===== src/verilog/uam_defines.svh =====
`ifndef UAM_DEFINES_SVH
`define UAM_DEFINES_SVH
// ==========================================
// Register byte offsets
`define UAM_OFF_MODE 8'h00
`define UAM_OFF_STAT 8'h04
`define UAM_OFF_TXD 8'h08
`define UAM_OFF_RXD 8'h0C
`define UAM_OFF_BRG 8'h10
// ==========================================
// Mode register fields
`define UAM_M_EN 15
`define UAM_M_SIDL 13
`define UAM_M_INFRARED_ENABLE 12
`define UAM_M_REQUEST_LINE_MODE 11
`define UAM_M_UEN 9:8
`define UAM_M_WAKE 7
`define UAM_M_LPBK 6
`define UAM_M_AUTO_BAUD_ENABLE 5
`define UAM_M_RXINV 4
`define UAM_M_BAUD_HIGH_SPEED 3
`define UAM_M_FMT 2:1
`define UAM_M_STOP_BIT_SELECT 0
`define UAM_MODE_WMASK 16'hBBFF
// ==========================================
// Status and control register fields
`define UAM_S_TXISEL1 15
`define UAM_S_TXINV 14
`define UAM_S_TXISEL0 13
`define UAM_S_BRK 11
`define UAM_S_TXEN 10
`define UAM_S_TXFULL 9
`define UAM_S_SHEMPTY 8
`define UAM_S_RXISEL 7:6
`define UAM_S_ADDR 5
`define UAM_S_RXIDLE 4
`define UAM_S_PERR 3
`define UAM_S_FERR 2
`define UAM_S_OVR 1
`define UAM_S_AVAIL 0
`define UAM_STAT_WMASK 16'hECE0
// ==========================================
// Reset values and timing counts
`define UAM_MODE_RST 16'h0000
`define UAM_CTL_RST 16'h0000
`define UAM_BRG_RST 16'h0000
`define UAM_LAST_4X 4'h3
`define UAM_LAST_16X 4'hF
`define UAM_IR_PULSE 4'h3
`define UAM_IR_HOLD 4'hF
`define UAM_AB_EDGES 3'h4
`endif


===== src/verilog/uam_pkg.sv =====
package uam_pkg;
  typedef struct packed {
    logic psel;
    logic penable;
    logic pwrite;
    logic [7:0] paddr;
    logic [31:0] pwdata;
  } uam_apb_req_t;
  typedef struct packed {
    logic [31:0] prdata;
    logic pready;
    logic pslverr;
  } uam_apb_rsp_t;
  typedef struct packed {
    logic serial_out;
    logic serial_out_oe;
    logic request_to_send_n;
    logic request_to_send_oe;
    logic bclk;
    logic bclk_oe;
  } uam_pins_t;
  typedef enum logic {UAM_TX_IDLE = 1'b0, UAM_TX_SHIFT = 1'b1} uam_tx_st_t;
  typedef enum logic [1:0] {UAM_RX_IDLE = 2'b00, UAM_RX_START = 2'b01, UAM_RX_DATA = 2'b10} uam_rx_st_t;
endpackage : uam_pkg


===== src/verilog/uam_top.sv =====
`timescale 1ns/100ps
`include "uam_defines.svh"
// ==========================================
// Four-entry FIFO
module uam_fifo #(
  parameter int W = 9
) (
  // Clock and reset
  input wire logic clk,
  input wire logic rst_n,
  // Control
  input wire logic flush,
  input wire logic push,
  input wire logic [W-1:0] wdata,
  input wire logic pop,
  // Status
  output logic [W-1:0] rdata,
  output logic [2:0] count,
  output logic full,
  output logic empty
);
  logic [W-1:0] mem_q [4];
  logic [1:0] wp_q;
  logic [1:0] rp_q;
  logic [2:0] cnt_q;
  logic do_push;
  logic do_pop;
  assign do_push = push & (cnt_q != 3'h4);
  assign do_pop = pop & (cnt_q != 3'h0);
  assign rdata = mem_q[rp_q];
  assign count = cnt_q;
  assign full = (cnt_q == 3'h4);
  assign empty = (cnt_q == 3'h0);
  always_ff @(posedge clk)
  begin
    if (do_push)
    begin
      mem_q[wp_q] <= wdata;
    end
  end
  always_ff @(posedge clk or negedge rst_n)
  begin
    if (!rst_n)
    begin
      wp_q <= 2'h0;
      rp_q <= 2'h0;
      cnt_q <= 3'h0;
    end
    else if (flush)
    begin
      wp_q <= 2'h0;
      rp_q <= 2'h0;
      cnt_q <= 3'h0;
    end
    else
    begin
      if (do_push)
      begin
        wp_q <= wp_q + 2'h1;
      end
      if (do_pop)
      begin
        rp_q <= rp_q + 2'h1;
      end
      cnt_q <= cnt_q + {2'h0, do_push} - {2'h0, do_pop};
    end
  end
endmodule : uam_fifo

// Function
// RULE1 - Enable bit gives pins to port per pin usage; cleared, pins released
// RULE2 - Stop-in-idle bit freezes port while device idles; auto-baud measurement still runs
// RULE3 - Infrared bit switches pulse coder on, only in 16x mode
// RULE4 - Request line mode: set simplex, cleared flow control
// RULE5 - Pin usage field picks transmit, receive, request, clear, baud clock pins
// RULE6 - Wake bit: falling edge in sleep interrupts, next rising edge clears bit
// RULE7 - Loopback bit feeds transmit line back into receiver
// RULE8 - Auto-baud measures next 0x55 character, then clears itself
// RULE9 - Receive polarity bit sets receive idle level
// RULE10 - High-speed bit gives 4 clocks per bit, else 16
// RULE11 - Format field: 8N, 8 even, 8 odd, 9N
// RULE12 - Stop select gives two stop bits, else one
// RULE13 - Transmit interrupt on load, on load emptying buffer, or on completion
// RULE14 - Software never writes transmit interrupt mode 11
// RULE15 - Transmit polarity bit sets transmit idle, plain or encoded
// RULE16 - Break bit sends start, twelve zeros, stop, then clears
// RULE17 - Transmit enable drives pin; clearing aborts and empties buffer
// RULE18 - Transmit full flag reads 1 only with buffer full
// RULE19 - Shift empty flag reads 1 with shifter and buffer empty, resets 1
// RULE20 - Transmit and receive buffers hold four characters each
// RULE21 - Baud generator divides clock by 16-bit prescaler
// RULE22 - Receive interrupt on any character, at three, or at four
// RULE23 - Clearing set overrun flag empties receive buffer and shifter
// RULE24 - Characters go least significant bit first: start, data, parity, stop
module uam_top (
  // Clock and reset
  input wire logic pclk,
  input wire logic presetn,
  // Register bus
  input wire uam_pkg::uam_apb_req_t apb_req,
  output uam_pkg::uam_apb_rsp_t apb_rsp,
  // Device power state
  input wire logic idle_mode,
  input wire logic sleep_mode,
  // Serial pins
  input wire logic serial_in_pin,
  input wire logic clear_to_send_pin_n,
  output uam_pkg::uam_pins_t pins_out,
  // Events
  output logic tx_irq,
  output logic rx_irq,
  output logic wake_irq
);
  import uam_pkg::*;
  // ==========================================
  // Registers and shared decode
  logic [15:0] mode_q;
  logic [15:0] ctl_q;
  logic [15:0] brg_q;
  logic ovr_q;
  logic en;
  logic run;
  logic infrared_enable;
  logic [3:0] last;
  logic acc;
  logic wr;
  logic rd;
  logic [31:0] rd_v;
  logic hit;
  logic [15:0] stat_v;
  logic ovr_clr;
  logic ab_done;
  logic wake_clr;
  logic tx_end_brk;
  logic [1:0] fmt;
  assign en = mode_q[`UAM_M_EN];
  assign run = en & ~(mode_q[`UAM_M_SIDL] & idle_mode); // see RULE2
  assign infrared_enable = mode_q[`UAM_M_INFRARED_ENABLE] & ~mode_q[`UAM_M_BAUD_HIGH_SPEED]; // see RULE3
  assign last = mode_q[`UAM_M_BAUD_HIGH_SPEED] ? `UAM_LAST_4X : `UAM_LAST_16X; // see RULE10
  assign fmt = mode_q[`UAM_M_FMT];
  assign acc = apb_req.psel & apb_req.penable & apb_rsp.pready;
  assign wr = acc & apb_req.pwrite;
  assign rd = acc & ~apb_req.pwrite;
  assign ovr_clr = wr & (apb_req.paddr == `UAM_OFF_STAT) & ovr_q & ~apb_req.pwdata[`UAM_S_OVR];
  // ==========================================
  // Baud generator
  logic [15:0] bcnt_q;
  logic tick;
  logic [23:0] ab_cnt_q;
  logic [2:0] ab_edg_q;
  logic [23:0] ab_div;
  assign tick = run & (bcnt_q == brg_q);
  assign ab_div = mode_q[`UAM_M_BAUD_HIGH_SPEED] ? (ab_cnt_q >> 5) : (ab_cnt_q >> 7);
  always_ff @(posedge pclk or negedge presetn)
  begin
    if (!presetn)
    begin
      bcnt_q <= 16'h0000;
      brg_q <= `UAM_BRG_RST;
    end
    else
    begin
      if (!en)
      begin
        bcnt_q <= 16'h0000;
      end
      else if (run)
      begin
        bcnt_q <= tick ? 16'h0000 : bcnt_q + 16'h0001; // see RULE21
      end
      if (ab_done)
      begin
        brg_q <= ab_div[15:0] - 16'h0001; // see RULE8
      end
      if (wr && apb_req.paddr == `UAM_OFF_BRG)
      begin
        brg_q <= apb_req.pwdata[15:0];
      end
    end
  end
  // ==========================================
  // Transmit path
  logic [8:0] txf_rdata;
  logic [2:0] txf_cnt;
  logic txf_full;
  logic txf_empty;
  logic txf_push;
  logic txf_pop;
  uam_tx_st_t tx_st_q;
  logic [13:0] tx_sh_q;
  logic [3:0] tx_left_q;
  logic [3:0] tx_sub_q;
  logic tx_brk_q;
  logic [13:0] frm_v;
  logic [3:0] len_v;
  logic tx_go;
  logic tx_step;
  logic tx_end;
  logic tx_bit;
  logic tx_enc;
  logic cts_ok;
  logic [2:0] cts_s_q;
  logic cts_q;
  logic [1:0] txisel;
  assign txisel = {ctl_q[`UAM_S_TXISEL1], ctl_q[`UAM_S_TXISEL0]};
  assign txf_push = wr & (apb_req.paddr == `UAM_OFF_TXD) & en & ctl_q[`UAM_S_TXEN];
  uam_fifo #(.W(9)) u_txf ( // see RULE20
    .clk(pclk),
    .rst_n(presetn),
    .flush(~en | ~ctl_q[`UAM_S_TXEN]), // see RULE17
    .push(txf_push),
    .wdata(apb_req.pwdata[8:0]),
    .pop(txf_pop),
    .rdata(txf_rdata),
    .count(txf_cnt),
    .full(txf_full),
    .empty(txf_empty)
  );
  always_comb
  begin
    frm_v = {4'hF, ^txf_rdata[7:0] ^ fmt[1], txf_rdata[7:0], 1'h0}; // see RULE11
    len_v = 4'hB;
    case (fmt)
      2'h0:
      begin
        frm_v = {5'h1F, txf_rdata[7:0], 1'h0}; // see RULE24
        len_v = 4'hA;
      end
      2'h3:
      begin
        frm_v = {4'hF, txf_rdata[8:0], 1'h0};
        len_v = 4'hB;
      end
      default:
      begin
        len_v = 4'hB;
      end
    endcase
    len_v = len_v + {3'h0, mode_q[`UAM_M_STOP_BIT_SELECT]}; // see RULE12
    if (ctl_q[`UAM_S_BRK])
    begin
      frm_v = 14'h2000; // see RULE16
      len_v = 4'hE;
    end
  end
  assign cts_ok = (mode_q[`UAM_M_UEN] != 2'h2) | ~cts_q; // see RULE5
  assign tx_go = run & ctl_q[`UAM_S_TXEN] & (tx_st_q == UAM_TX_IDLE) & cts_ok & (ctl_q[`UAM_S_BRK] | ~txf_empty);
  assign txf_pop = tx_go & ~ctl_q[`UAM_S_BRK];
  assign tx_step = tick & (tx_st_q == UAM_TX_SHIFT) & (tx_sub_q == last);
  assign tx_end = tx_step & (tx_left_q == 4'h1);
  assign tx_end_brk = tx_end & tx_brk_q;
  assign tx_bit = (tx_st_q == UAM_TX_SHIFT) ? tx_sh_q[0] : 1'h1;
  assign tx_enc = ~tx_bit & (tx_sub_q < `UAM_IR_PULSE); // see RULE3
  always_ff @(posedge pclk or negedge presetn)
  begin
    if (!presetn)
    begin
      tx_st_q <= UAM_TX_IDLE;
      tx_sh_q <= 14'h3FFF;
      tx_left_q <= 4'h0;
      tx_sub_q <= 4'h0;
      tx_brk_q <= 1'h0;
    end
    else if (!en || !ctl_q[`UAM_S_TXEN])
    begin
      tx_st_q <= UAM_TX_IDLE; // see RULE17
      tx_sh_q <= 14'h3FFF;
      tx_sub_q <= 4'h0;
      tx_brk_q <= 1'h0;
    end
    else if (tx_go)
    begin
      tx_st_q <= UAM_TX_SHIFT;
      tx_sh_q <= frm_v;
      tx_left_q <= len_v;
      tx_sub_q <= 4'h0;
      tx_brk_q <= ctl_q[`UAM_S_BRK];
    end
    else if (tick && tx_st_q == UAM_TX_SHIFT)
    begin
      tx_sub_q <= (tx_sub_q == last) ? 4'h0 : tx_sub_q + 4'h1;
      if (tx_step)
      begin
        tx_sh_q <= {1'h1, tx_sh_q[13:1]}; // see RULE24
        tx_left_q <= tx_left_q - 4'h1;
        if (tx_end)
        begin
          tx_st_q <= UAM_TX_IDLE;
        end
      end
    end
  end
  // ==========================================
  // Receive input conditioning
  logic [2:0] rx_s_q;
  logic rx_stab_q;
  logic line_n;
  logic [3:0] ir_hold_q;
  logic rx_dec;
  logic rx_line_q;
  logic rx_prev_q;
  logic rx_fall;
  always_ff @(posedge pclk or negedge presetn)
  begin
    if (!presetn)
    begin
      rx_s_q <= 3'h7;
      rx_stab_q <= 1'h1;
      cts_s_q <= 3'h7;
      cts_q <= 1'h1;
    end
    else
    begin
      rx_s_q <= {rx_s_q[1:0], serial_in_pin};
      cts_s_q <= {cts_s_q[1:0], clear_to_send_pin_n};
      if (rx_s_q[1] == rx_s_q[2])
      begin
        rx_stab_q <= rx_s_q[2];
      end
      if (cts_s_q[1] == cts_s_q[2])
      begin
        cts_q <= cts_s_q[2];
      end
    end
  end
  assign line_n = rx_stab_q ^ mode_q[`UAM_M_RXINV]; // see RULE9
  assign rx_dec = infrared_enable ? (line_n & (ir_hold_q == 4'h0)) : line_n;
  assign rx_fall = rx_prev_q & ~rx_line_q;
  always_ff @(posedge pclk or negedge presetn)
  begin
    if (!presetn)
    begin
      ir_hold_q <= 4'h0;
      rx_line_q <= 1'h1;
      rx_prev_q <= 1'h1;
    end
    else
    begin
      if (infrared_enable && !line_n)
      begin
        ir_hold_q <= `UAM_IR_HOLD; // see RULE3
      end
      else if (tick && ir_hold_q != 4'h0)
      begin
        ir_hold_q <= ir_hold_q - 4'h1;
      end
      rx_line_q <= mode_q[`UAM_M_LPBK] ? tx_bit : rx_dec; // see RULE7
      rx_prev_q <= rx_line_q;
    end
  end
  // ==========================================
  // Auto-baud measurement
  logic ab_act;
  assign ab_act = en & mode_q[`UAM_M_AUTO_BAUD_ENABLE];
  assign ab_done = ab_act & rx_fall & (ab_edg_q == `UAM_AB_EDGES); // see RULE8
  always_ff @(posedge pclk or negedge presetn)
  begin
    if (!presetn)
    begin
      ab_cnt_q <= 24'h000000;
      ab_edg_q <= 3'h0;
    end
    else if (!ab_act || ab_done)
    begin
      ab_cnt_q <= 24'h000000;
      ab_edg_q <= 3'h0;
    end
    else
    begin
      if (ab_edg_q != 3'h0 || rx_fall)
      begin
        ab_cnt_q <= ab_cnt_q + 24'h000001;
      end
      if (rx_fall)
      begin
        ab_edg_q <= ab_edg_q + 3'h1;
      end
    end
  end
  // ==========================================
  // Receive path
  uam_rx_st_t rx_st_q;
  logic [3:0] rx_sub_q;
  logic [3:0] rx_cnt_q;
  logic [9:0] rx_sh_q;
  logic [3:0] nb_v;
  logic rx_smp;
  logic rx_done;
  logic [9:0] rv;
  logic [10:0] rx_word;
  logic rx_keep;
  logic [10:0] rxf_rdata;
  logic [2:0] rxf_cnt;
  logic rxf_full;
  logic rxf_empty;
  logic rxf_push;
  assign nb_v = (fmt == 2'h0) ? 4'h9 : 4'hA;
  assign rx_smp = tick & (rx_st_q == UAM_RX_DATA) & (rx_sub_q == last);
  assign rx_done = rx_smp & (rx_cnt_q == nb_v - 4'h1);
  always_comb
  begin
    rv = {rx_line_q, rx_sh_q[9:1]};
    if (fmt == 2'h0)
    begin
      rv = rv >> 1;
    end
    case (fmt)
      2'h0: rx_word = {~rv[8], 1'h0, 1'h0, rv[7:0]};
      2'h3: rx_word = {~rv[9], 1'h0, rv[8:0]};
      default: rx_word = {~rv[9], rv[8] ^ (^rv[7:0]) ^ fmt[1], 1'h0, rv[7:0]}; // see RULE11
    endcase
  end
  assign rx_keep = ~(ctl_q[`UAM_S_ADDR] & (fmt == 2'h3) & ~rx_word[8]);
  assign rxf_push = rx_done & rx_keep & ~rxf_full;
  uam_fifo #(.W(11)) u_rxf ( // see RULE20
    .clk(pclk),
    .rst_n(presetn),
    .flush(~en | ovr_clr), // see RULE23
    .push(rxf_push),
    .wdata(rx_word),
    .pop(rd & (apb_req.paddr == `UAM_OFF_RXD)),
    .rdata(rxf_rdata),
    .count(rxf_cnt),
    .full(rxf_full),
    .empty(rxf_empty)
  );
  always_ff @(posedge pclk or negedge presetn)
  begin
    if (!presetn)
    begin
      rx_st_q <= UAM_RX_IDLE;
      rx_sub_q <= 4'h0;
      rx_cnt_q <= 4'h0;
      rx_sh_q <= 10'h000;
    end
    else if (!en || ab_act || ovr_clr)
    begin
      rx_st_q <= UAM_RX_IDLE; // see RULE23
      rx_sub_q <= 4'h0;
    end
    else if (run)
    begin
      case (rx_st_q)
        UAM_RX_IDLE:
        begin
          if (rx_fall)
          begin
            rx_st_q <= UAM_RX_START;
            rx_sub_q <= 4'h0;
          end
        end
        UAM_RX_START:
        begin
          if (tick)
          begin
            rx_sub_q <= rx_sub_q + 4'h1;
            if (rx_sub_q == (last >> 1))
            begin
              rx_st_q <= rx_line_q ? UAM_RX_IDLE : UAM_RX_DATA;
              rx_sub_q <= 4'h0;
              rx_cnt_q <= 4'h0;
            end
          end
        end
        UAM_RX_DATA:
        begin
          if (tick)
          begin
            rx_sub_q <= (rx_sub_q == last) ? 4'h0 : rx_sub_q + 4'h1;
          end
          if (rx_smp)
          begin
            rx_sh_q <= {rx_line_q, rx_sh_q[9:1]}; // see RULE24
            rx_cnt_q <= rx_cnt_q + 4'h1;
            if (rx_done)
            begin
              rx_st_q <= UAM_RX_IDLE;
            end
          end
        end
        default:
        begin
          rx_st_q <= UAM_RX_IDLE;
        end
      endcase
    end
  end
  // ==========================================
  // Wake on start edge
  logic wk_prev_q;
  logic wk_arm_q;
  logic wk_fall;
  assign wk_fall = en & mode_q[`UAM_M_WAKE] & sleep_mode & wk_prev_q & ~line_n;
  assign wake_clr = wk_arm_q & line_n & ~wk_prev_q; // see RULE6
  always_ff @(posedge pclk or negedge presetn)
  begin
    if (!presetn)
    begin
      wk_prev_q <= 1'h1;
      wk_arm_q <= 1'h0;
    end
    else
    begin
      wk_prev_q <= line_n;
      if (!mode_q[`UAM_M_WAKE] || wake_clr)
      begin
        wk_arm_q <= 1'h0;
      end
      else if (wk_fall)
      begin
        wk_arm_q <= 1'h1;
      end
    end
  end
  // ==========================================
  // Control registers
  always_ff @(posedge pclk or negedge presetn)
  begin
    if (!presetn)
    begin
      mode_q <= `UAM_MODE_RST;
      ctl_q <= `UAM_CTL_RST;
      ovr_q <= 1'h0;
    end
    else
    begin
      if (ab_done)
      begin
        mode_q[`UAM_M_AUTO_BAUD_ENABLE] <= 1'h0; // see RULE8
      end
      if (wake_clr)
      begin
        mode_q[`UAM_M_WAKE] <= 1'h0; // see RULE6
      end
      if (tx_end_brk)
      begin
        ctl_q[`UAM_S_BRK] <= 1'h0; // see RULE16
      end
      if (wr && apb_req.paddr == `UAM_OFF_MODE)
      begin
        mode_q <= apb_req.pwdata[15:0] & `UAM_MODE_WMASK;
      end
      if (wr && apb_req.paddr == `UAM_OFF_STAT)
      begin
        ctl_q <= apb_req.pwdata[15:0] & `UAM_STAT_WMASK;
      end
      if (ovr_clr)
      begin
        ovr_q <= 1'h0;
      end
      if (rx_done && rx_keep && rxf_full)
      begin
        ovr_q <= 1'h1;
      end
    end
  end
  // ==========================================
  // Register read and bus answer
  always_comb
  begin
    stat_v = ctl_q & `UAM_STAT_WMASK;
    stat_v[`UAM_S_TXFULL] = txf_full; // see RULE18
    stat_v[`UAM_S_SHEMPTY] = (tx_st_q == UAM_TX_IDLE) & txf_empty; // see RULE19
    stat_v[`UAM_S_RXIDLE] = (rx_st_q == UAM_RX_IDLE);
    stat_v[`UAM_S_PERR] = ~rxf_empty & rxf_rdata[9];
    stat_v[`UAM_S_FERR] = ~rxf_empty & rxf_rdata[10];
    stat_v[`UAM_S_OVR] = ovr_q;
    stat_v[`UAM_S_AVAIL] = ~rxf_empty;
    hit = 1'h1;
    case (apb_req.paddr)
      `UAM_OFF_MODE: rd_v = {16'h0000, mode_q};
      `UAM_OFF_STAT: rd_v = {16'h0000, stat_v};
      `UAM_OFF_TXD: rd_v = 32'h00000000;
      `UAM_OFF_RXD: rd_v = {23'h0, rxf_rdata[8:0]};
      `UAM_OFF_BRG: rd_v = {16'h0000, brg_q};
      default:
      begin
        rd_v = 32'h00000000;
        hit = 1'h0;
      end
    endcase
  end
  always_ff @(posedge pclk or negedge presetn)
  begin
    if (!presetn)
    begin
      apb_rsp <= '0;
    end
    else
    begin
      apb_rsp.pready <= apb_req.psel & ~apb_req.penable & ~apb_rsp.pready;
      if (apb_req.psel && !apb_req.penable)
      begin
        apb_rsp.prdata <= apb_req.pwrite ? 32'h00000000 : rd_v;
        apb_rsp.pslverr <= ~hit;
      end
    end
  end
  // ==========================================
  // Pins and events
  always_ff @(posedge pclk or negedge presetn)
  begin
    if (!presetn)
    begin
      pins_out <= '0;
      pins_out.serial_out <= 1'h1;
      pins_out.request_to_send_n <= 1'h1;
      tx_irq <= 1'h0;
      rx_irq <= 1'h0;
      wake_irq <= 1'h0;
    end
    else
    begin
      pins_out.serial_out <= (infrared_enable ? tx_enc : tx_bit) ^ ctl_q[`UAM_S_TXINV]; // see RULE15
      pins_out.serial_out_oe <= en & ctl_q[`UAM_S_TXEN]; // see RULE1
      pins_out.request_to_send_oe <= en & (mode_q[`UAM_M_UEN] == 2'h1 || mode_q[`UAM_M_UEN] == 2'h2); // see RULE5
      pins_out.request_to_send_n <= mode_q[`UAM_M_REQUEST_LINE_MODE] ? (tx_st_q == UAM_TX_IDLE) : rxf_full; // see RULE4
      pins_out.bclk_oe <= en & (mode_q[`UAM_M_UEN] == 2'h3);
      if (tick)
      begin
        pins_out.bclk <= ~pins_out.bclk;
      end
      case (txisel) // see RULE13
        2'h2: tx_irq <= txf_pop & (txf_cnt == 3'h1);
        2'h1: tx_irq <= tx_end & txf_empty;
        default: tx_irq <= txf_pop; // see RULE14
      endcase
      case (ctl_q[`UAM_S_RXISEL]) // see RULE22
        2'h2: rx_irq <= rxf_push & (rxf_cnt == 3'h2);
        2'h3: rx_irq <= rxf_push & (rxf_cnt == 3'h3);
        default: rx_irq <= rxf_push;
      endcase
      wake_irq <= wk_fall & ~wk_arm_q; // see RULE6
    end
  end
endmodule : uam_top


===== config.mk =====
export PLATFORM = sky130hd
export DESIGN_NAME = uam_top
export DESIGN_NICKNAME = d
export VERILOG_FILES = /design/src/verilog/uam_pkg.sv /design/src/verilog/uam_top.sv
export VERILOG_INCLUDE_DIRS = /design/src /design/src/verilog
export SDC_FILE = /design/constraint.sdc
export NUM_CORES = 1
export LEC_CHECK = 0
export ABC_AREA = 1
export BUFFER_PORTS_ARGS = -buffer_cell sky130_fd_sc_hd__buf_2
export CAP_MARGIN = 10
export CORE_MARGIN = 1
export CORE_UTILIZATION = 55
export CTS_BUF_LIST = sky130_fd_sc_hd__clkbuf_4
export CTS_CLUSTER_SIZE = 10
export DETAILED_ROUTE_END_ITERATION = 10
export MAX_ROUTING_LAYER = met4
export PLACE_DENSITY = 0.76
export SLEW_MARGIN = 25
export SYNTH_ARGS = -nofsm -noshare
export SYNTH_HDL_FRONTEND = slang
export SYNTH_SLANG_ARGS = --single-unit

===== constraint.sdc =====
create_clock -name pclk -period 2.55 [get_ports pclk]
set_input_delay 0.1275 -clock pclk [delete_from_list [all_inputs] [get_ports pclk]]
set_output_delay 0.1275 -clock pclk [all_outputs]
set_load 0.02 [all_outputs]

==> metrics.txt, run 1 <==
Root Driver clkbuf_4; H-Tree Depth 3; Tmin final 2384 ps; Synth Register Bits 260; Crit path top cell by count inv_1; final worst slack 165.5 ps; number of remaining DRC errors 0; Num CTS Buffers 71; WHS 49.18 ps; Core Region 23680 sq um; Final HPWL DP 25390 um; commonest non-fill, non-tap cell in the layout nand2_1; Yosys cell types 60; asr flop ratio synth 0.6923; fin util 0.6527; Worst VDD drop 0.4174 mV; LEAKAGE 7.308 nW; Hold WC Path Type input pin to async pin; Max-Cap Viols 0; slowest cell on the critical path dfrtp_1; most frequent cells in the layout 352 x nand2_1, 185 x inv_1, 156 x o21ai_0, 153 x nor2_1, 153 x dfrtp_1; Arr. time, crit path 2940 ps; Crit path max-delay family adder cells; Worst Path Max Fanout 7; CP endpoint kind flip-flop; clock skew 38.33 ps; number of routed nets with antenna violations 0; CTS tree done; Port Buf Inserts 59; DR iter-0 viols 1069; Max Slew Vio Count 0; r2r startpoint mode_q[1]; post-synthesis sequential area ratio 0.5192; reg2reg end u_rxf.count[2]; die area 24930 sq um; Chip Width 157.9 um; fin area 15460 sq um; pwr dens 797.9 nW/um^2; period utilisation layout 0.9351; R2R setup slack 170 ps; clock tree buffer depth 3; CP Cell Sequence inv_1 > ha_2 > o21ai_0 > o211ai_1 > nand4_2 > inv_1 > ha_1 > inv_1 > fa_1 > xnor2_1 > nor2_1; RSZ-0062 raised after global routing true; fin cells 2086; Mapped Cells 1535; Post-synth top flop dfrtp_1; row count 56; initial antenna violation count 1; Critical Path Start Type flip-flop; Placed Cells 1932; area grow syn2layout 15.66%; TritonCTS Sinks 260; WP buf/inv 3; setup_tns 0 ps; critical path class flip-flop to flip-flop; Slew HR 0.5596; Least-Margin Pin Slew 659.9 ps; worst slack, placed 77.16 ps; number of global-route vias before repair 10865; Worst EP required 3100 ps; largest net degree at the start of global routing 76; via count 11521; I/O Pins 92; Die H 157.9 um; routed length per instance 16.95 um; run status completed; Synth Area per Inst 8.706 sq um; Max stage delay on crit path 390 ps; Ys Warns 0; Post-synth EDFFs 80; Total Power 12.33 mW; Reg2Reg Depth 11; gpl congestion 0.9622; vias per inst 5.523; DRT Wirelength 35360 um; total track usage 0.3034; drt pass-1 iters 6; initial core utilization 0.5643; DP Area 14290 sq um; Fmax 419.4 MHz; total grt overflow 0; Setup-failing EPs final 0; layout net count 1797; cell area after synthesis 13360 sq um; Clock transition at path regs 70 ps; first-pass GRT wire length 55480 um; fraction of layout cells with a size suffix above 1 0.1648; Final Hold Vio Count 0; Worst-Skew Late Latency 690 ps
## how the worst max path moves through the flow
stage / from / endpoint / slack, ps / depth (start not counted)
after detailed placement: mode_q[1] / u_rxf.count[2] / 80 / 11
after floorplan: mode_q[9] / u_txf.count[2] / 60 / 14
final: mode_q[1] / u_rxf.count[2] / 170 / 11
after global routing: mode_q[2] / u_rxf.count[2] / -30 / 11
after CTS: mode_q[1] / u_rxf.count[2] / 70 / 11
after global placement: mode_q[1] / u_rxf.count[2] / 190 / 11
## logic make-up (layout without fill, tap and decap cells)
group / Yosys count / count (layout) / synth area share
AOI/OAI and AO/OA: 296 / 296 / 0.1299
xor gates and xnor gates: 55 / 55 / 0.03605
adders and majority gates: 37 / 37 / 0.03539
buffers and inverters: 243 / 459 / 0.07593
DFF: 260 / 260 / 0.5192
other: 1 / 17 / 0.0002806
and+or+nand+nor: 643 / 643 / 0.2033
## flip-flops by register name (all words and copies together), names as in the netlist, 3 cells and up
signal / cells
u_txf.mem_q: 36
tx_sh_q: 13
u_rxf.mem_q: 44
ab_edg_q: 3
rx_sh_q: 9
ir_hold_q: 4
cts_s_q: 3
ctl_q: 8
u_rxf.count: 3
mode_q: 14
brg_q: 16
apb_rsp: 18
ab_cnt_q: 23
tx_left_q: 4
rx_sub_q: 4
bcnt_q: 16
rx_s_q: 3
pins_out: 6
tx_sub_q: 4
rx_cnt_q: 4
u_txf.count: 3
## timing repair
item                                   CTS  global route
resized for setup                        0             8
setup endpoints to repair                0            14
endpoints found under the hold margin  217             0
buffers inserted                         0             2
hold buffers                            25             0
## final cells by class
type / count / area, sq um
clock inverter: 28 / 143.9
fill: 1930 / 8225
sequential: 260 / 6940
clock buffer: 98 / 735.7
tap: 319 / 399.1
timing repair buffer: 144 / 1030
multi-input combinational: 1047 / 5497
inverter: 189 / 709.4
antenna: 1 / 2.502
## per-layer routing
layer | up-vias | track usage | wire length [um]
met5 | - | - | 0
met4 | 0 | 0.1410 | 1521
met3 | 121 | 0.04626 | 2749
met2 | 545 | 0.4709 | 16340
met1 | 5388 | 0.3931 | 14750
li1 | 5467 | - | -
## cell usage after synthesis (all sizes together), types with 2 or more instances
cell type	number	share of area
nor4	6	0.0039
o31ai	8	0.0045
nand3	69	0.027
o22ai	19	0.0089
or2	2	0.00094
o221ai	6	0.0039
nand2	356	0.10
dfrtp	154	0.29
nor2	163	0.049
a22oi	8	0.0045
a21oi	51	0.022
a31oi	4	0.0019
buf	31	0.016
dfstp	26	0.051
xor2	36	0.024
xnor2	19	0.012
fa	2	0.0030
a32o	3	0.0022
a22o	2	0.0013
a221oi	9	0.0059
maj3	2	0.0015
nor3b	2	0.0011
clkbuf	23	0.0065
o211ai	9	0.0051
edfxtp	80	0.18
inv	188	0.053
o21ai	166	0.063
nor3	20	0.0079
o21a	3	0.0017
a2bb2oi	3	0.0020
ha	33	0.031
nand4	22	0.011
## power by group
group	internal, mW	switching (mW)	total, mW
Sequential	4.86	0.504	5.36
Combinational	1.18	2.11	3.30
Clock	1.89	1.78	3.68
No activity file was read; power rests on OpenSTA's default activity.
==> run 2, diff against run 1 <==
- BUFFER_PORTS_ARGS: -buffer_cell sky130_fd_sc_hd__buf_2 -> unset
- CORE_UTILIZATION: 55 -> 60
- DONT_BUFFER_PORTS: unset -> 1
- PLACE_DENSITY: 0.76 -> 0.79
==> metrics.txt, run 2 (synthesis results as in run 1) <==
die area 22870 sq um (-8.2%); Final Hold Vio Count 180 (+180); Least-Margin Pin Slew 665.1 ps (+5.159 ps); register share of total power 0.432 (-0.003); Placed Cells 1828 (-5.4%); WP buf/inv 3 (unchanged); Crit path max-delay family adder cells; CP endpoint kind flip-flop; Max Slew Vio Count 0 (unchanged); via count 11356 (-1.4%); Root Driver clkbuf_4; CP Cell Sequence ha_1 > a21oi_2 > nand3_2 > a31oi_2 > nand2_1 > inv_2 > ha_1 > inv_1 > ha_1 > inv_1 > fa_2 > nor2_1; period utilisation layout 0.9592 (+0.02408); clock skew 48.26 ps (+9.928 ps); cts-stage hold buffer count 37 (+48%); area grow syn2layout 14.36%; critical path class flip-flop to flip-flop; DR iter-0 viols 1073 (+0.37%); clock tree buffer depth 3 (unchanged); number of remaining DRC errors 0 (unchanged); layout net count 1748 (-2.7%); DRT Wirelength 34520 um (-2.4%); pwr dens 814.9 nW/um^2 (+2.1%); fin cells 2009 (-3.7%); clock power share 0.317 (+0.019); Max stage delay on crit path 520 ps (+130 ps); Worst Path Max Fanout 4 (-3); Setup-failing EPs final 0 (unchanged); TritonCTS Sinks 260 (unchanged); drt pass-1 iters 5 (-1); Clock transition at path regs 70 ps (about the same); Chip Width 151.2 um (-4.2%); slowest cell on the critical path fa_2; Core Region 21820 sq um (-7.9%); Worst-Skew Late Latency 710 ps (+20 ps); run status finished with violations; initial core utilization 0.6124 (+0.04808); LEAKAGE 7.122 nW (-2.5%); CTS tree done; Fmax 408.9 MHz (-2.5%); Slew HR 0.5550 (-0.004593); r2r startpoint mode_q[9]; Die H 151.2 um (-4.2%); H-Tree Depth 3 (unchanged); row count 54 (-3.6%); routed length per instance 17.18 um (+1.4%); largest register by flop count u_rxf.mem_q; Num CTS Buffers 72 (+1.4%); fraction of layout cells with a size suffix above 1 0.1445 (-0.02026); most frequent cells in the layout 351 x nand2_1, 183 x inv_1, 155 x o21ai_0, 153 x nor2_1, 153 x dfrtp_1; setup_tns 0 ps (unchanged); Final HPWL DP 24090 um (-5.1%); Max-Cap Viols 0 (unchanged); failing checks negative hold slack; commonest non-fill, non-tap cell in the layout nand2_1; gpl congestion 0.9038 (-6.1%); initial antenna violation count 5 (+4); Psw 4.277 mW (-2.9%); Critical Path Start Type flip-flop; Gate power share 0.252 (-0.015); total track usage 0.3241 (+0.02075); fin util 0.7003 (+0.04764); vias per inst 5.653 (+2.3%); Arr. time, crit path 3030 ps (+90 ps); Sw Share 0.3434 (-0.01351); Port Buf Inserts 0 (-100%); Critical Path Source mode_q[9]; Worst VDD drop 0.5069 mV (+21%); Worst EP required 3130 ps (+30 ps); number of routed nets with antenna violations 0 (unchanged); Total Power 12.45 mW (+0.97%); first-pass GRT wire length 54770 um (-1.3%); total grt overflow 0 (unchanged); WHS -873.7 ps (-922.9 ps); Cell Int Power 8.177 mW (+3.1%); Crit path top cell by count ha_1; max FFs per register 44 (unchanged); Hold WC Path Type input pin to async pin; Tmin final 2446 ps (+61.39 ps); number of global-route vias before repair 10937 (+0.66%); largest net degree at the start of global routing 181 (+140%); I/O Pins 92 (unchanged); Top Registers u_rxf.mem_q: 44 flops, u_txf.mem_q: 36 flops, ab_cnt_q: 23 flops
run 2: cell count changes in the layout (fill, tap and decap cells not counted), moves of 2 or more:
cell / before / now
buf_12: 2 / 0
buf_2: 58 / 0
clkbuf_4: 98 / 115
clkinv_1: 19 / 11
diode_2: 1 / 6
dlygate4sd3_1: 25 / 37
inv_1: 185 / 183
nor2_2: 5 / 7
nor2_4: 4 / 2
run 2: final timing paths:
kind,slack (ps),to,cells after the start
worst max-delay path,100,u_txf.count[1],12
worst min register to register,360,rx_s_q[2],0
min in group pclk,50,u_txf.wp_q[0],5
worst max register to register,100,u_txf.count[1],12
max in group asynchronous,3040,tx_sh_q[8],0
worst min-delay path,-870,ab_cnt_q[20],0
run 2: power groups by stage:
stage	registers, mW	clock network, mW	logic (mW)
2_1_floorplan	5.26	0	2.37
3_3_place_gp	5.40	0	2.87
3_5_place_dp	5.42	0	3.00
4_1_cts	5.35	4.02	3.07
5_1_grt	5.43	4.24	3.56
6_report	5.38	3.94	3.13
run 2: layer usage:
layer,wire length (um),global-route usage,share of wire,vias to the layer above
met5,0,-,0,-
met4,1536,0.1535,0.044,0
met3,3272,0.07108,0.095,130
met2,16100,0.5009,0.47,558
met1,13620,0.4058,0.39,5289
li1,-,-,-,5379
run 2: repair_timing:
item,4_1_cts,5_1_grt
endpoints found under the setup margin,0,62
buffers inserted,0,5
gates resized for setup,0,12
hold endpoints to repair,294,180
run 2: area by class of cell:
type / count / area [sq um]
antenna: 6 / 15.01
clock buffer: 115 / 863.3
clock inverter: 18 / 105.1
fill: 1610 / 6540
inverter: 189 / 713.2
multi-input combinational: 1047 / 5498
sequential: 260 / 6940
tap: 280 / 350.3
timing repair buffer: 94 / 798.3
run 2: per-stage QoR:
stage	hold WS, ps	setup slack (ps)	instance area [sq um]
floorplan	-168.1	60.78	13430
global placement	-161.6	137.0	13860
detailed placement	-162.1	31.46	13860
CTS	-899.3	21.54	15200
global route	-920.8	-46.22	15280
finish	-873.7	104.1	15280
==> run 3, diff against run 2 <==
- CORE_ASPECT_RATIO: unset -> 0.7
==> metrics.txt, run 3 (synthesis results as in run 1) <==
first-pass GRT wire length 56590 um (+3.3%); Max stage delay on crit path 490 ps (-30 ps); RSZ-0062 raised after global routing false; setup_tns 0 ps (unchanged); Port Buf Inserts 0 (unchanged); failing checks negative hold slack; critical path class flip-flop to flip-flop; cts-stage hold buffer count 33 (-11%); fin util 0.6955 (-0.004869); WHS -876.4 ps (-2.656 ps); Crit path max-delay family adder cells; Cell Int Power 7.848 mW (-4.0%); number of remaining DRC errors 0 (unchanged); area grow syn2layout 13.10%; initial core utilization 0.6149 (+0.002538); gpl congestion 0.9493 (+5.0%); Final HPWL DP 25150 um (+4.4%); max FFs per register 44 (unchanged); LEAKAGE 7.036 nW (-1.2%); Worst EP required 3120 ps (about the same); WP buf/inv 3 (unchanged); Clock transition at path regs 70 ps (about the same); number of global-route vias before repair 10800 (-1.3%); Total Power 12.10 mW (-2.9%); Core Region 21730 sq um (-0.41%); Reg2Reg Depth 10 (-2); via count 11413 (+0.50%); DRT Wirelength 35730 um (+3.5%); slowest cell on the critical path dfrtp_1; clock tree buffer depth 3 (unchanged); row count 45 (-17%); reg2reg end u_rxf.count[2]; DR WL met3 3747 um (+15%); Final Hold Vio Count 180 (unchanged); Worst-Skew Late Latency 710 ps (about the same); met1 wire length 15440 um (+13%); pwr dens 800.4 nW/um^2 (-1.8%); Tmin final 2409 ps (-36.73 ps); initial antenna violation count 2 (-3); Die H 126.9 um (-16%); commonest non-fill, non-tap cell in the layout nand2_1; largest register by flop count u_rxf.mem_q; R2R setup slack 140 ps (+40 ps); Max-Cap Viols 0 (unchanged); clock skew 52.89 ps (+4.635 ps); Hold WC Path Type input pin to async pin; Filler cells 1674 (+4.0%); r2r startpoint apb_rsp[1]; total grt overflow 0 (unchanged); Arr. time, crit path 2980 ps (-50 ps); run status finished with violations; fin cells 1989 (-1.0%); die area 22880 sq um (about the same); Worst VDD drop 0.4766 mV (-6.0%); Max Used Layer met4; H-Tree Depth 3 (unchanged); I/O Pins 92 (unchanged); Psw 4.249 mW (-0.64%); TritonCTS Sinks 260 (unchanged); most frequent cells in the layout 352 x nand2_1, 183 x inv_1, 155 x o21ai_0, 154 x nor2_1, 154 x dfrtp_1; largest net degree at the start of global routing 181 (unchanged); Critical Path Start Type flip-flop; Sw Share 0.3513 (+0.007842); CP endpoint kind flip-flop; Worst Path Max Fanout 4 (unchanged); Top Registers u_rxf.mem_q: 44 flops, u_txf.mem_q: 36 flops, ab_cnt_q: 23 flops; Setup-failing EPs final 0 (unchanged); register share of total power 0.444 (+0.012); Fmax 415.1 MHz (+1.5%); routed length per instance 17.96 um (+4.5%); Gate power share 0.261 (+0.009); vias per inst 5.738 (+1.5%); drt pass-1 iters 6 (+1); number of routed nets with antenna violations 0 (unchanged); WL met2 15380 um (-4.4%); DR iter-0 viols 1297 (+21%); Placed Cells 1836 (+0.44%); fraction of layout cells with a size suffix above 1 0.1344 (-0.01013); Root Driver clkbuf_4; Max Slew Vio Count 0 (unchanged); Least-Margin Pin Slew 681.7 ps (+16.61 ps); total track usage 0.3310 (+0.006911); Critical Path Source apb_rsp[1]; layout net count 1741 (-0.40%); period utilisation layout 0.9448 (-0.01440); Chip Width 180.4 um (+19%); clock power share 0.295 (-0.022); Num CTS Buffers 66 (-8.3%); Slew HR 0.5450 (-0.009935); CP Cell Sequence nand3_1 > nor4_1 > buf_4 > ha_1 > inv_1 > ha_1 > inv_1 > fa_1 > xnor2_1 > nor2_1; CTS tree done
## run 3: changes by cell type in the layout (fill, tap and decap cells not counted), moves of 2 or more
cell	previous run	this run
clkbuf_4	115	104
dlygate4sd3_1	37	33
buf_4	57	60
clkinvlp_4	3	0
diode_2	6	3
nor2_2	7	4
clkinv_2	3	1
nor2_4	2	4
## run 3: worst register-to-register path: cells and delay by family (launching register included)
family | cells | cell delay [ps]
adder cells (fa/ha/maj) | 3 | 730
AND/OR/NAND/NOR | 3 | 610
flip-flops | 1 | 490
buffers and inverters | 3 | 320
XOR/XNOR | 1 | 160
## run 3: layout make-up
class | count | area, sq um | area share
clock buffers | 104 | 780.7 | 0.05166
repair buffers | 93 | 780.7 | 0.05166
inverters | 189 | 709.4 | 0.04694
clock inverters | 11 | 42.54 | 0.002815
diodes | 3 | 7.507 | 0.0004967
multi-input cells | 1047 | 5502 | 0.3640
flip-flops and latches | 260 | 6939 | 0.4591
well taps | 282 | 352.8 | 0.02334
## run 3: repair_timing
action,CTS,global route
gates resized for setup,0,9
hold endpoints to repair,296,180
setup endpoints to repair,0,24
buffers inserted,0,2
## run 3: metal layers
metal,global-route usage,vias to the layer above
li1,-,5349
met4,0.1337,0
met1,0.4449,5391
met2,0.4715,578
met3,0.09762,95
met5,-,-
## run 3: power groups by stage
| stage | Sequential [mW] | Clock, mW | Combinational, mW |
|---|---|---|---|
| 5_1_grt | 5.42 | 3.83 | 3.56 |
| 3_5_place_dp | 5.42 | 0 | 3.01 |
| 6_report | 5.38 | 3.57 | 3.15 |
| 4_1_cts | 5.35 | 3.62 | 3.09 |
| 2_1_floorplan | 5.26 | 0 | 2.37 |
| 3_3_place_gp | 5.41 | 0 | 2.89 |
## run 3: metrics by stage
step           area (sq um)  setup WS (ps)
6_report              15110          140.9
5_1_grt               15110          9.664
4_1_cts               15060          17.65
3_5_place_dp          13910          33.46
3_3_place_gp          13910          133.6
2_1_floorplan         13430          60.78
## run 3: worst max-delay path by stage
stage	end	cells past startpoint
6_report	u_rxf.count[2]	10
2_1_floorplan	u_txf.count[2]	14
5_1_grt	u_rxf.count[2]	11
3_5_place_dp	u_rxf.mem_q[0][9]	10
4_1_cts	u_rxf.count[2]	11
3_3_place_gp	u_rxf.count[2]	11
